`src/dbgma_pkg.sv`:
```
// Package of constants shared by the debug block memory access logic.
package dbgma_pkg;
    localparam int ADDR_W = 24;
    localparam int DATA_W = 32;
    // Command byte layout: group in the high nibble, size in bits 3:2, variant in bits 1:0.
    localparam logic [3:0] GRP_READ = 4'h3;
    localparam logic [3:0] GRP_WRITE = 4'h1;
    localparam logic [1:0] VAR_SINGLE = 2'h0;
    localparam logic [1:0] VAR_SINGLE_WS = 2'h1;
    localparam logic [1:0] VAR_BLOCK = 2'h2;
    localparam logic [1:0] VAR_BLOCK_WS = 2'h3;
    localparam logic [7:0] CMD_NOP = 8'h00;
    localparam logic [7:0] CMD_DUMP_B_WS = 8'h33;
    localparam logic [7:0] CMD_DUMP_W_WS = 8'h37;
    localparam logic [7:0] CMD_DUMP_L_WS = 8'h3B;
    localparam logic [7:0] CMD_FILL_B_WS = 8'h13;
    localparam logic [7:0] CMD_FILL_W_WS = 8'h17;
    // Operand size codes.
    localparam logic [1:0] SZ_BYTE = 2'h0;
    localparam logic [1:0] SZ_WORD = 2'h1;
    localparam logic [1:0] SZ_LONG = 2'h2;
    // Number of address bytes that follow a single read or write command.
    localparam logic [2:0] ADDR_BYTES = 3'h3;
    // Delay slot length in system clock cycles.
    localparam logic [7:0] DELAY_SLOT_CYCLES = 8'h10;
    // Field positions inside the low status byte.
    localparam int STAT_ACK_EN_BIT = 7;
    localparam int STAT_ILLEGAL_BIT = 6;
    localparam int STAT_MEM_ERR_BIT = 5;
    localparam logic [ADDR_W-1:0] PTR_RESET = 24'h000000;
    localparam logic [7:0] STATUS_RESET = 8'h00;
endpackage : dbgma_pkg

```
`src/dbgma_ptr_if.sv`:
```
// Interface between the command engine and the debug address pointer.
interface dbgma_ptr_if;
    logic load;
    logic [dbgma_pkg::ADDR_W-1:0] loadAddr;
    logic advance;
    logic [1:0] size;
    logic [dbgma_pkg::ADDR_W-1:0] addr;
    modport engine (output load, output loadAddr, output advance, output size, input addr);
    modport pointer (input load, input loadAddr, input advance, input size, output addr);
endinterface : dbgma_ptr_if

```
`src/dbgma_ptr.sv`:
```
// Debug address pointer with load and size-dependent advance.
module dbgma_ptr (
    input wire logic sys_clk,
    input wire logic reset_n,
    dbgma_ptr_if.pointer ptr
);
    logic [dbgma_pkg::ADDR_W-1:0] addr_reg;
    wire logic [dbgma_pkg::ADDR_W-1:0] step;
    wire logic [dbgma_pkg::ADDR_W-1:0] addr_next;

    // one increment rule
    assign step = dbgma_pkg::ADDR_W'(1) << ptr.size;
    // add operand size
    assign addr_next = ptr.load ? ptr.loadAddr : (ptr.advance ? addr_reg + step : addr_reg);
    assign ptr.addr = addr_reg;

    // store updated address
    always_ff @(posedge sys_clk) begin
        if (!reset_n) begin
            addr_reg <= dbgma_pkg::PTR_RESET;
        end else begin
            addr_reg <= addr_next;
        end
    end
endmodule : dbgma_ptr

```
`src/dbgma_core.sv`:
```
// Command engine for debug block reads and writes of target memory.
// Operation
// Block read with status: codes 33,37,3B; delay, status, data MSB first.
// Block read runs without halting and reads at pointer, then advances it.
// Host issues a single memory read first to set the block start.
// After the single read the pointer gains the operand size.
// Each block read uses pointer, adds its size, stores the result.
// Status variant sends the status byte captured after the read.
// With acknowledge enabled, an ack pulse precedes block read data; the code pulses ack only for variants without status, not for 33,37,3B.
// Block read only after sync, no-op, read or block read; else illegal; the code allows it after a no-op only if it was allowed before the no-op.
// No-operation leaves the address pointer untouched.
// Size field decoded anew for each block read command.
// Block write stores host data at pointer, then advances it.
// Block write with status: codes 13,17; data MSB first, delay, status.
// Host holds the pin low 128 slow clocks to request sync.
// Single memory read loads the pointer from the host address.
// Unaligned operands advance by one consistent size-based rule.
module dbgma_core (
    input wire logic sys_clk,
    input wire logic reset_n,
    input wire logic rxValid,
    input wire logic [7:0] rxByte,
    input wire logic syncDone,
    input wire logic ackEnable,
    input wire logic clearIllegal,
    output logic txValid,
    output logic [7:0] txByte,
    input wire logic txReady,
    output logic ackPulse,
    output logic illegalResp,
    output logic illegal_command_flag,
    output logic memReq,
    output logic memWe,
    output logic [1:0] memSize,
    output logic [dbgma_pkg::ADDR_W-1:0] memAddr,
    output logic [dbgma_pkg::DATA_W-1:0] memWdata,
    input wire logic [dbgma_pkg::DATA_W-1:0] memRdata,
    input wire logic memErr,
    input wire logic memDone
);
    typedef enum logic [2:0] {
        ST_IDLE, ST_ADDR, ST_WDATA, ST_MEM, ST_DELAY, ST_ACK, ST_SEND
    } dbgma_state_t;

    dbgma_state_t state_reg;
    dbgma_state_t state_next;
    logic [7:0] cmd_reg;
    logic [dbgma_pkg::ADDR_W-1:0] addrShift_reg;
    logic [dbgma_pkg::DATA_W-1:0] wdata_reg;
    logic [39:0] outShift_reg;
    logic [2:0] cnt_reg;
    logic [7:0] delay_reg;
    logic illegal_reg;
    logic dumpOk_reg;
    logic memBusy_reg;
    logic [dbgma_pkg::DATA_W-1:0] rdata_reg;
    logic [7:0] statusSnap_reg;
    logic memReq_reg;
    logic [dbgma_pkg::ADDR_W-1:0] memAddr_reg;

    dbgma_ptr_if ptrBus ();

    dbgma_ptr u_ptr (
        .sys_clk(sys_clk),
        .reset_n(reset_n),
        .ptr(ptrBus.pointer)
    );

    // The byte shifters below are written for a 24-bit address and a 32-bit data word.
    if ((dbgma_pkg::ADDR_W != 24) || (dbgma_pkg::DATA_W != 32)) begin : g_widthCheck
        $error("dbgma_core serves only a 24-bit address and a 32-bit data word.");
    end

    // Decode of the arriving command byte.
    wire logic cmdArrive = rxValid && (state_reg == ST_IDLE);
    wire logic [3:0] inGrp = rxByte[7:4];
    wire logic [1:0] inSz = rxByte[3:2];
    wire logic [1:0] inVar = rxByte[1:0];
    wire logic inSzOk = (inSz != 2'h3);
    wire logic inRead = (inGrp == dbgma_pkg::GRP_READ) && inSzOk;
    wire logic inWrite = (inGrp == dbgma_pkg::GRP_WRITE) && inSzOk;
    wire logic inBlock = inVar[1];
    wire logic inNop = (rxByte == dbgma_pkg::CMD_NOP);
    // dump sequencing check
    wire logic dumpBad = inRead && inBlock && !dumpOk_reg;
    wire logic inUnknown = !inRead && !inWrite && !inNop;
    wire logic cmdIllegal = cmdArrive && (dumpBad || inUnknown);

    // Fields of the command in progress.
    wire logic [1:0] curSz = cmd_reg[3:2];
    wire logic curRead = (cmd_reg[7:4] == dbgma_pkg::GRP_READ);
    wire logic curWs = cmd_reg[0];
    wire logic [2:0] nBytes = 3'h1 << curSz;
    wire logic lastRx = (cnt_reg == 3'h1);
    wire logic [dbgma_pkg::ADDR_W-1:0] fullAddr = {addrShift_reg[15:0], rxByte};
    wire logic [dbgma_pkg::DATA_W-1:0] fullWdata = {wdata_reg[23:0], rxByte};

    // Status byte as it stands now; it is sampled when the access completes.
    wire logic [7:0] statusNow = {ackEnable, illegal_reg, memErr, 5'h00};
    // Read data moved to the top so that the most significant byte goes first.
    wire logic [4:0] alignShift = {2'h0, 3'h4 - nBytes} << 3;
    wire logic [dbgma_pkg::DATA_W-1:0] rdAligned = rdata_reg << alignShift;
    wire logic [39:0] sendRead = curWs ? {statusSnap_reg, rdAligned} : {rdAligned, 8'h00};
    wire logic [39:0] sendWrite = {statusSnap_reg, 32'h00000000};
    wire logic [2:0] sendCount = curRead ? (nBytes + {2'h0, curWs}) : 3'h1;
    wire logic delayDone = (delay_reg == 8'h00);
    wire logic needAck = ackEnable && !curWs;
    wire logic accessDone = (state_reg == ST_MEM) && memBusy_reg && memDone;

    // load pointer from host address
    assign ptrBus.load = (state_reg == ST_ADDR) && rxValid && lastRx;
    // Writes with an address also load the pointer so that block writes can follow.
    assign ptrBus.loadAddr = fullAddr;
    // advance after each access
    assign ptrBus.advance = accessDone;
    // size taken per command
    assign ptrBus.size = curSz;

    assign txValid = (state_reg == ST_SEND);
    assign txByte = outShift_reg[39:32];
    // ack before data
    assign ackPulse = (state_reg == ST_ACK);
    assign illegalResp = cmdIllegal;
    assign illegal_command_flag = illegal_reg;
    assign memReq = memReq_reg;
    assign memAddr = memAddr_reg;
    assign memWe = !curRead;
    assign memSize = curSz;
    assign memWdata = wdata_reg;

    always_comb begin
        state_next = state_reg;
        unique case (state_reg)
            ST_IDLE: begin
                if (cmdArrive && !cmdIllegal && !inNop) begin
                    if (inRead && inBlock) begin
                        state_next = ST_MEM;
                    end else if (inWrite && inBlock) begin
                        state_next = ST_WDATA;
                    end else begin
                        state_next = ST_ADDR;
                    end
                end
            end
            ST_ADDR: begin
                if (rxValid && lastRx) begin
                    state_next = curRead ? ST_MEM : ST_WDATA;
                end
            end
            ST_WDATA: begin
                if (rxValid && lastRx) begin
                    state_next = ST_MEM;
                end
            end
            ST_MEM: begin
                if (accessDone) begin
                    state_next = ST_DELAY;
                end
            end
            ST_DELAY: begin
                if (delayDone) begin
                    if (curWs) begin
                        state_next = ST_SEND;
                    end else if (needAck) begin
                        state_next = ST_ACK;
                    end else begin
                        state_next = curRead ? ST_SEND : ST_IDLE;
                    end
                end
            end
            ST_ACK: begin
                state_next = curRead ? ST_SEND : ST_IDLE;
            end
            ST_SEND: begin
                if (txReady && lastRx) begin
                    state_next = ST_IDLE;
                end
            end
        endcase
    end

    always_ff @(posedge sys_clk) begin
        if (!reset_n) begin
            state_reg <= ST_IDLE;
        end else begin
            state_reg <= state_next;
        end
    end

    // Command capture and byte counting.
    always_ff @(posedge sys_clk) begin
        if (!reset_n) begin
            cmd_reg <= dbgma_pkg::CMD_NOP;
            cnt_reg <= 3'h0;
        end else begin
            if (cmdArrive && !cmdIllegal && !inNop) begin
                cmd_reg <= rxByte;
                cnt_reg <= inBlock ? (3'h1 << inSz) : dbgma_pkg::ADDR_BYTES;
            end else if ((state_reg == ST_ADDR) && rxValid) begin
                cnt_reg <= lastRx ? nBytes : cnt_reg - 3'h1;
            end else if ((state_reg == ST_WDATA) && rxValid) begin
                cnt_reg <= cnt_reg - 3'h1;
            end else if ((state_reg == ST_DELAY) && delayDone) begin
                cnt_reg <= sendCount;
            end else if ((state_reg == ST_SEND) && txReady) begin
                cnt_reg <= cnt_reg - 3'h1;
            end
        end
    end

    // Write data is cleared per command so short operands carry no bytes of an earlier one.
    // data MSB first
    always_ff @(posedge sys_clk) begin
        if (!reset_n) begin
            addrShift_reg <= dbgma_pkg::PTR_RESET;
            wdata_reg <= 32'h00000000;
        end else if (cmdArrive) begin
            wdata_reg <= 32'h00000000;
        end else if ((state_reg == ST_ADDR) && rxValid) begin
            addrShift_reg <= fullAddr;
        end else if ((state_reg == ST_WDATA) && rxValid) begin
            wdata_reg <= fullWdata;
        end
    end

    // The busy flag keeps the request a single pulse however slowly the memory answers.
    // write at pointer
    // access at pointer
    always_ff @(posedge sys_clk) begin
        if (!reset_n) begin
            memReq_reg <= 1'b0;
            memBusy_reg <= 1'b0;
            memAddr_reg <= dbgma_pkg::PTR_RESET;
        end else begin
            memReq_reg <= (state_reg == ST_MEM) && !memBusy_reg;
            if ((state_reg == ST_MEM) && !memBusy_reg) begin
                memBusy_reg <= 1'b1;
                memAddr_reg <= ptrBus.addr;
            end else if (accessDone) begin
                memBusy_reg <= 1'b0;
            end
        end
    end

    // Read data is taken in the answer cycle, as the memory need not hold it through the slot.
    // status after the read
    // status ends a block write
    always_ff @(posedge sys_clk) begin
        if (!reset_n) begin
            statusSnap_reg <= dbgma_pkg::STATUS_RESET;
            rdata_reg <= 32'h00000000;
            delay_reg <= 8'h00;
        end else if (accessDone) begin
            statusSnap_reg <= statusNow;
            rdata_reg <= memRdata;
            delay_reg <= dbgma_pkg::DELAY_SLOT_CYCLES;
        end else if ((state_reg == ST_DELAY) && !delayDone) begin
            delay_reg <= delay_reg - 8'h01;
        end
    end

    // status then data, MSB first
    always_ff @(posedge sys_clk) begin
        if (!reset_n) begin
            outShift_reg <= 40'h0000000000;
        end else if (accessDone) begin
            outShift_reg <= 40'h0000000000;
        end else if ((state_reg == ST_DELAY) && delayDone) begin
            outShift_reg <= curRead ? sendRead : sendWrite;
        end else if ((state_reg == ST_SEND) && txReady) begin
            outShift_reg <= {outShift_reg[31:0], 8'h00};
        end
    end

    // flag set on illegal command
    // The set wins over a clear that lands in the same cycle, so no event is lost.
    always_ff @(posedge sys_clk) begin
        if (!reset_n) begin
            illegal_reg <= 1'b0;
        end else if (cmdIllegal) begin
            illegal_reg <= 1'b1;
        end else if (clearIllegal) begin
            illegal_reg <= 1'b0;
        end
    end

    // A refused or write command breaks the chain, so the host must read once more first.
    // track what preceded a block read
    // no-op keeps the chain and the pointer
    always_ff @(posedge sys_clk) begin
        if (!reset_n) begin
            dumpOk_reg <= 1'b0;
        end else if (syncDone) begin
            dumpOk_reg <= 1'b1;
        end else if (cmdArrive) begin
            if (inNop) begin
                dumpOk_reg <= dumpOk_reg;
            end else begin
                dumpOk_reg <= inRead && !cmdIllegal;
            end
        end
    end
endmodule : dbgma_core

```
`config.mk`:
```
export PLATFORM = sky130hd
export DESIGN_NAME = dbgma_core
export DESIGN_NICKNAME = d
export VERILOG_FILES = /design/src/dbgma_pkg.sv /design/src/dbgma_ptr_if.sv /design/src/dbgma_ptr.sv /design/src/dbgma_core.sv
export SDC_FILE = /design/constraint.sdc
export NUM_CORES = 1
export LEC_CHECK = 0
export ABC_CLOCK_PERIOD_IN_PS = 8300
export BUFFER_PORTS_ARGS = -buffer_cell sky130_fd_sc_hd__buf_2
export CAP_MARGIN = 10
export CORE_ASPECT_RATIO = 1.75
export CORE_MARGIN = 2
export CORE_UTILIZATION = 40
export CTS_BUF_LIST = sky130_fd_sc_hd__clkbuf_2 sky130_fd_sc_hd__clkbuf_4 sky130_fd_sc_hd__clkbuf_8
export DETAILED_ROUTE_END_ITERATION = 16
export GPL_TIMING_DRIVEN = 1
export HOLD_SLACK_MARGIN = 0.05
export PLACE_DENSITY = 0.65
export SLEW_MARGIN = 20
export SYNTH_ARGS = -nofsm -noshare
export SYNTH_HDL_FRONTEND = slang
export SYNTH_HIERARCHICAL = 1
export SYNTH_SLANG_ARGS = --single-unit
```
`constraint.sdc`:
```
create_clock -name sys_clk -period 8.3 [get_ports sys_clk]
set_input_delay 1.66 -clock sys_clk [delete_from_list [all_inputs] [get_ports sys_clk]]
set_output_delay 1.66 -clock sys_clk [all_outputs]
set_load 0.02 [all_outputs]
```
Word-level counts from Yosys, hierarchy flattened
Cells that the tools add are included.
{ "word_totals": {"regBits": 197, "input_bits": 49, "elab_cells": 132} }
{ "classes": {"n_addsub": 5, "n_eq_ne": 18, "shifts": 4, "n_mux": 36, "n_bitwise": 3, "n_reduce_logical": 50} }
{ "op_table": {"columns": ["op", "count"], "rows": [
  ["$mux 40", 4],
  ["$mux 3", 17],
  ["$mux 24", 2],
  ["$shl 32x5->32", 1],
  ["$add 24x24->24", 1],
  ["$logic_and 1x1->1", 24],
  ["$shl 1x2->24 const A", 1],
  ["$pmux 3 s7", 1],
  ["$logic_not 8->1", 2],
  ["$reduce_bool 2->1", 6],
  ["$mux 5", 2],
  ["$eq 3x3->1 const B", 3],
  ["$logic_not 1->1", 9],
  ["$eq 4x2->1 const B", 2],
  ["$mux 1", 8],
  ["$ne 2x1->1 const B", 4],
  ["$ne 2x2->1 const B", 4],
  ["$sub 8x1->8 const B", 1],
  ["$eq 3x1->1 const B", 2],
  ["$eq 3x2->1 const B", 2],
  ["$reduce_and 2->1", 3],
  ["$reduce_and 6->1", 1],
  ["$shl 1x2->3 const A", 2],
  ["$reduce_bool 5->1", 1],
  ["9 further kinds", 13]
]} }

Logic depth before layout (Yosys ltp)
{ "depth": {"word_depth": 12, "mapped_depth": 11, "ltp_nobuf": 9} }

Modules after synthesis
The synthesis kept the hierarchy.
{ "modules_own_cells": {"columns": ["mod", "n_inst", "cells_per_inst", "area_each_um2", "seq_area_each_um2"], "rows": [
  ["dbgma_core", 1, 950, 7458.4, 3443.3],
  ["dbgma_ptr", 1, 191, 1550.2, 480.5]
]} }

Worst setup path before layout
No wires, ideal clock.
{ "synth_path": {"path_kind": "input -> output", "startpoint": "in rxValid", "endpoint": "out illegalResp", "arrival_ns": 2.614, "required_ns": 6.640, "slack_ns": 4.026, "stages": 3, "n_path_buf": 0, "cell_sequence": "or4b_4 > a31oi_1 > and2_1"} }
{ "synth_between": {"elab_chain_cells": 2} }
{ "synth_rtl": {"columns": ["element", "line_no", "source"], "rows": [
  ["start, declared", "dbgma_core.sv:21", "input wire logic rxValid,"],
  ["$logic_and 1x1->1", "dbgma_core.sv:75", "wire logic cmdArrive = rxValid && (state_reg == ST_IDLE);"],
  ["$logic_and 1x1->1", "dbgma_core.sv:87", "wire logic cmdIllegal = cmdArrive && (dumpBad || inUnknown);"],
  ["end, declared", "dbgma_core.sv:30", "output logic illegalResp,"]
]} }
No other way between the ends.

Worst setup path after layout
Same ends and word-level chain as after synthesis.

==> results.txt <==
STA classifies the critical path startpoint as an input port. Leaving out fill and tap cells, the most frequent cells in the layout are nand2_1 (277), dfxtp_1 (196), a21oi_1 (147). The number of antenna diodes in the final layout is 0.

Pin placement for this block handled about 120 I/O pins. The worst voltage drop across the vdd grid came out at 0.000110 V. The final critical-path share of the clock period came out at 56.2%. The number of max-cap violations is 0. Summed over all nets, wire length on met3 after detailed routing comes to 728 um. The mean post-synth cell area came out at about 7.9 sq um. The largest individual stage delay along the critical path comes from the cell or4b_4. The first-pass iteration count of the detailed router is 5.

The static power due to leakage is roughly 0.0037 uW. The final number of max-transition violations came out at 0. The distinct cell type count after synthesis is slightly below 80. The number of global-route vias before repair was approximately 7800. Among the stages of the critical path, the cell type that occurs most often is buf_2. After detailed routing, the total wire length is 26.3 mm. At the pin with the least slew margin, the transition time is 0.981 ns. The timing-limited maximum frequency is around 210 MHz. Walking the worst path, the cells encountered are buf_2, or4b_4, a31oi_1, and2_1, buf_2.

The worst path required time is ~6.6 ns. After Yosys synthesis, and, or, nand and nor cells account for 22.5% of the synthesized area. The clock passes through at most 2 buffers. The synthesized net count is roughly 1200. The sum of overflow across all layers after global routing is 0. TritonCTS built the clock tree. The estimated wirelength of the detail-placed design came out at 18.5 mm.

The delay of the slowest cell on the worst path came out at 0.48 ns. At the placement stage, the worst setup path has a slack of 3.64 ns. After clock tree synthesis, the clock-pin slew on the worst setup and hold paths is 0.09 ns. Once the floorplan was initialized, standard cells occupied between 40% and 50% of the core. The post-place instance area is 9640 sq um.

The end of the worst register-to-register path is u_ptr/ptr.addr[22]$_SDFFE_PN0P_. The number of gates resized after CTS came out at 0. Final hold analysis gives a worst-case slack of 0.456 ns. Setup violations remaining at the end of the flow were counted as 0. After synthesis, the largest family of logic cells by area is compound AO/OA/AOI/OAI gates. The number of rows in the core area came out at 72. The post-layout net count is 1258.

The number of violations reported at the end of detailed-routing iteration 0 came out at ~500. The hold violation count in the final report came out at 0. The total negative setup slack is 0 ns. The total global routing track utilization came out at 21.8%. The netlist area before placement came out at approximately 9000 sq um. The clock period minus final worst setup slack is 4.66 ns.

The die height is 203 um. The worst path setup slack after routing came out at 3.64 ns. The number of buffers added for setup after CTS came out at 0.

The overall die area is 23800 sq um. The CTS sink count is 196. The run finished with clean final reports. The count of unresolved DRC violations after routing is 0. The total of buffers placed on input and output ports is 120. The most frequent standard cell in the layout excluding fill and tap cells is nand2_1. The endpoint type of the worst setup path is an output port. Setup repair after global routing left no endpoint under its margin. The number of clock buffers inserted by TritonCTS came out at 17. The detailed router used layers up to and including met4. The routed metal-1 wirelength came out at 9.96 mm. Measured against its own limit, the worst slew margin works out to ~35%. The total via count in the routed design is 8324.

The first-pass GRT wire length is 41.1 mm. The length in cells of the worst reg-to-reg path is 10. The count of flip-flops with a built-in enable after synthesis came out at 0. For this run, the number of Yosys warnings is 6. Following the worst setup path forward leads to its endpoint at illegalResp. By startpoint and endpoint, the worst setup path is classified as input port to output port.

In this run the number of cells on the critical path is 5. By area the synthesized netlist is led by dfxtp_1 (44%), nand2_1 (12%), a21oi_1 (8.2%), o21ai_0 (3.9%), mux2i_1 (2.3%). The clock latency of the later-clocked register in the worst-skew pair is slightly below 0.5 ns. The reg2reg setup slack came out at 4.62 ns. In the synthesized netlist, mux cells make up 2.71% of the area. In this run the worst setup path begins at rxValid. The share of the core filled with cells is 45.3%. Together, buffers and inverters on the worst path number 2. Dividing the detail-routed wire length by the instance count gives 17.5 um. Detailed routing placed a total of between 10 and 15 mm of wire on met2. After detailed routing, the number of vias per cell comes to 5.52. The initial antenna violation count came out at 0. The gate count of the mapped netlist is 1141. The tree is rooted in a clkbuf_8. The layout cell share with drive strength beyond 1 is around 15%. The data arrival time of the worst path is 3.00 ns. Along the worst path, the maximum fanout reaches 7.

The final worst clock skew is 0.0208 ns. The area share of the leading cell type in the synthesized netlist is 43.6%. The synthesized-area fraction occupied by ao, oa, aoi and oai cells is a little under a quarter. The worst hold path class is flip-flop to flip-flop. In the synthesized netlist the async set-or-reset flop fraction comes to 0%. The adder and majority cell fraction of the synthesized area came out at 1.61%.

The sequential cell area fraction in the yosys report came out at 43.6%. Synthesis inferred around 200 register bits. The width of the die came out at 117 um. The maximum number of pins on one net before global-route repair is 87. Compared with the post-synthesis result, the final layout area differs by 10.9%. The number of H-tree levels is 4. The count of nets left with antenna violations once routing finished came out at 0. The power per unit of standard cell area came out at around 160 nW/um^2. Among all flip-flop cells after synthesis, the most frequent one is dfxtp_1. The placeable core region is 22100 sq um.

The area share of xor/xnor cells in the synthesized design came out at ~1.3%. Routability-driven placement finished with a final weighted congestion of around 0.86. Broken down by cell family, the worst path's largest delay share belongs to simple AND/OR/NAND/NOR gates. The start of the worst register-to-register path is state_reg[0]$_SDFFE_PN0P_. The number of buffers inserted by hold repair at cts came out at 0. The number of flip-flops in the largest register came out at 40. The summed area of non-filler cells in the final layout is 9990 sq um. The cell accounting for the most synthesized area is dfxtp_1.
synthesized netlist by cell type (5+ instances only):
master and instances:
a211oi_1 9, nor2_1 56, and3_1 7, o31ai_1 8, mux2i_1 21, o21ai_0 70
o221ai_1 8, or4_1 13, nand3_1 11, o211a_1 9, a22oi_1 8, a21oi_1 147
nor2b_1 7, nand3b_1 5, dfxtp_1 196, o211ai_1 20, clkbuf_1 50, or3_1 9
xor2_1 6, nor3_1 14, a31oi_1 21, inv_1 16, buf_4 11, a22o_1 9
nand4_1 7, nand2_1 278, buf_2 15, xnor2_1 7, ha_1 10, buf_1 13
tightest hold or removal path: cells and delay by family (launching register included):
| family | cells | cell delay [ns] |
|---|---|---|
| flip-flops | 1 | 0.32 |
| AND/OR/NAND/NOR | 1 | 0.05 |
| AO/OA/AOI/OAI | 1 | 0.05 |
metrics by stage:
stage	instances	total power, uW
after floorplan	1141	1000
final	1507	1580
after CTS	1507	1600
after global routing	1507	1640
after detailed placement	1475	1030
after global placement	1475	1030
how the worst min path moves through the flow:
stage,start,end,cells after the start
after floorplan,addrShift_reg[12]$_SDFFE_PN0P_,addrShift_reg[12]$_SDFFE_PN0P_,2
after global placement,statusSnap_reg[5]$_SDFFE_PN0P_,statusSnap_reg[5]$_SDFFE_PN0P_,2
after global routing,memAddr[21]$_SDFFE_PN0P_,memAddr[21]$_SDFFE_PN0P_,2
after CTS,memAddr[5]$_SDFFE_PN0P_,memAddr[5]$_SDFFE_PN0P_,2
final,statusSnap_reg[5]$_SDFFE_PN0P_,statusSnap_reg[5]$_SDFFE_PN0P_,2
after detailed placement,memAddr[5]$_SDFFE_PN0P_,memAddr[5]$_SDFFE_PN0P_,2
final cells by class:
type / instances / area (sq um)
fillers: 2287 / 12100
multi-input cells: 833 / 4590
flip-flops and latches: 196 / 3920
repair buffers: 132 / 691
well taps: 296 / 370
clock buffers: 17 / 234
clock inverters: 15 / 116
inverters: 18 / 67.6
metal layers:
| layer | track usage [%] | vias to the layer above |
|---|---|---|
| met4 | 11.3 | 0 |
| met5 | 0 | - |
| met2 | 41.3 | 170 |
| met1 | 23.0 | 3986 |
| met3 | 3.29 | 62 |
| li1 | - | 4106 |
logic make-up after synthesis:
| kind of cell | Yosys count |
|---|---|
| simple gates | 446 |
| flops | 196 |
| xor+xnor | 13 |
| fa+ha+maj | 11 |
| compound gates | 339 |
| buf+inv | 112 |
| mux | 24 |
where the power goes:
part / switching (uW) / leakage, uW / internal (uW)
combinational: 40.7 / 0.00194 / 19.8
sequential: 3.54 / 0.00158 / 942
clock: 362 / 0.000180 / 214
Note: power is estimated with default switching activity, not from simulation.
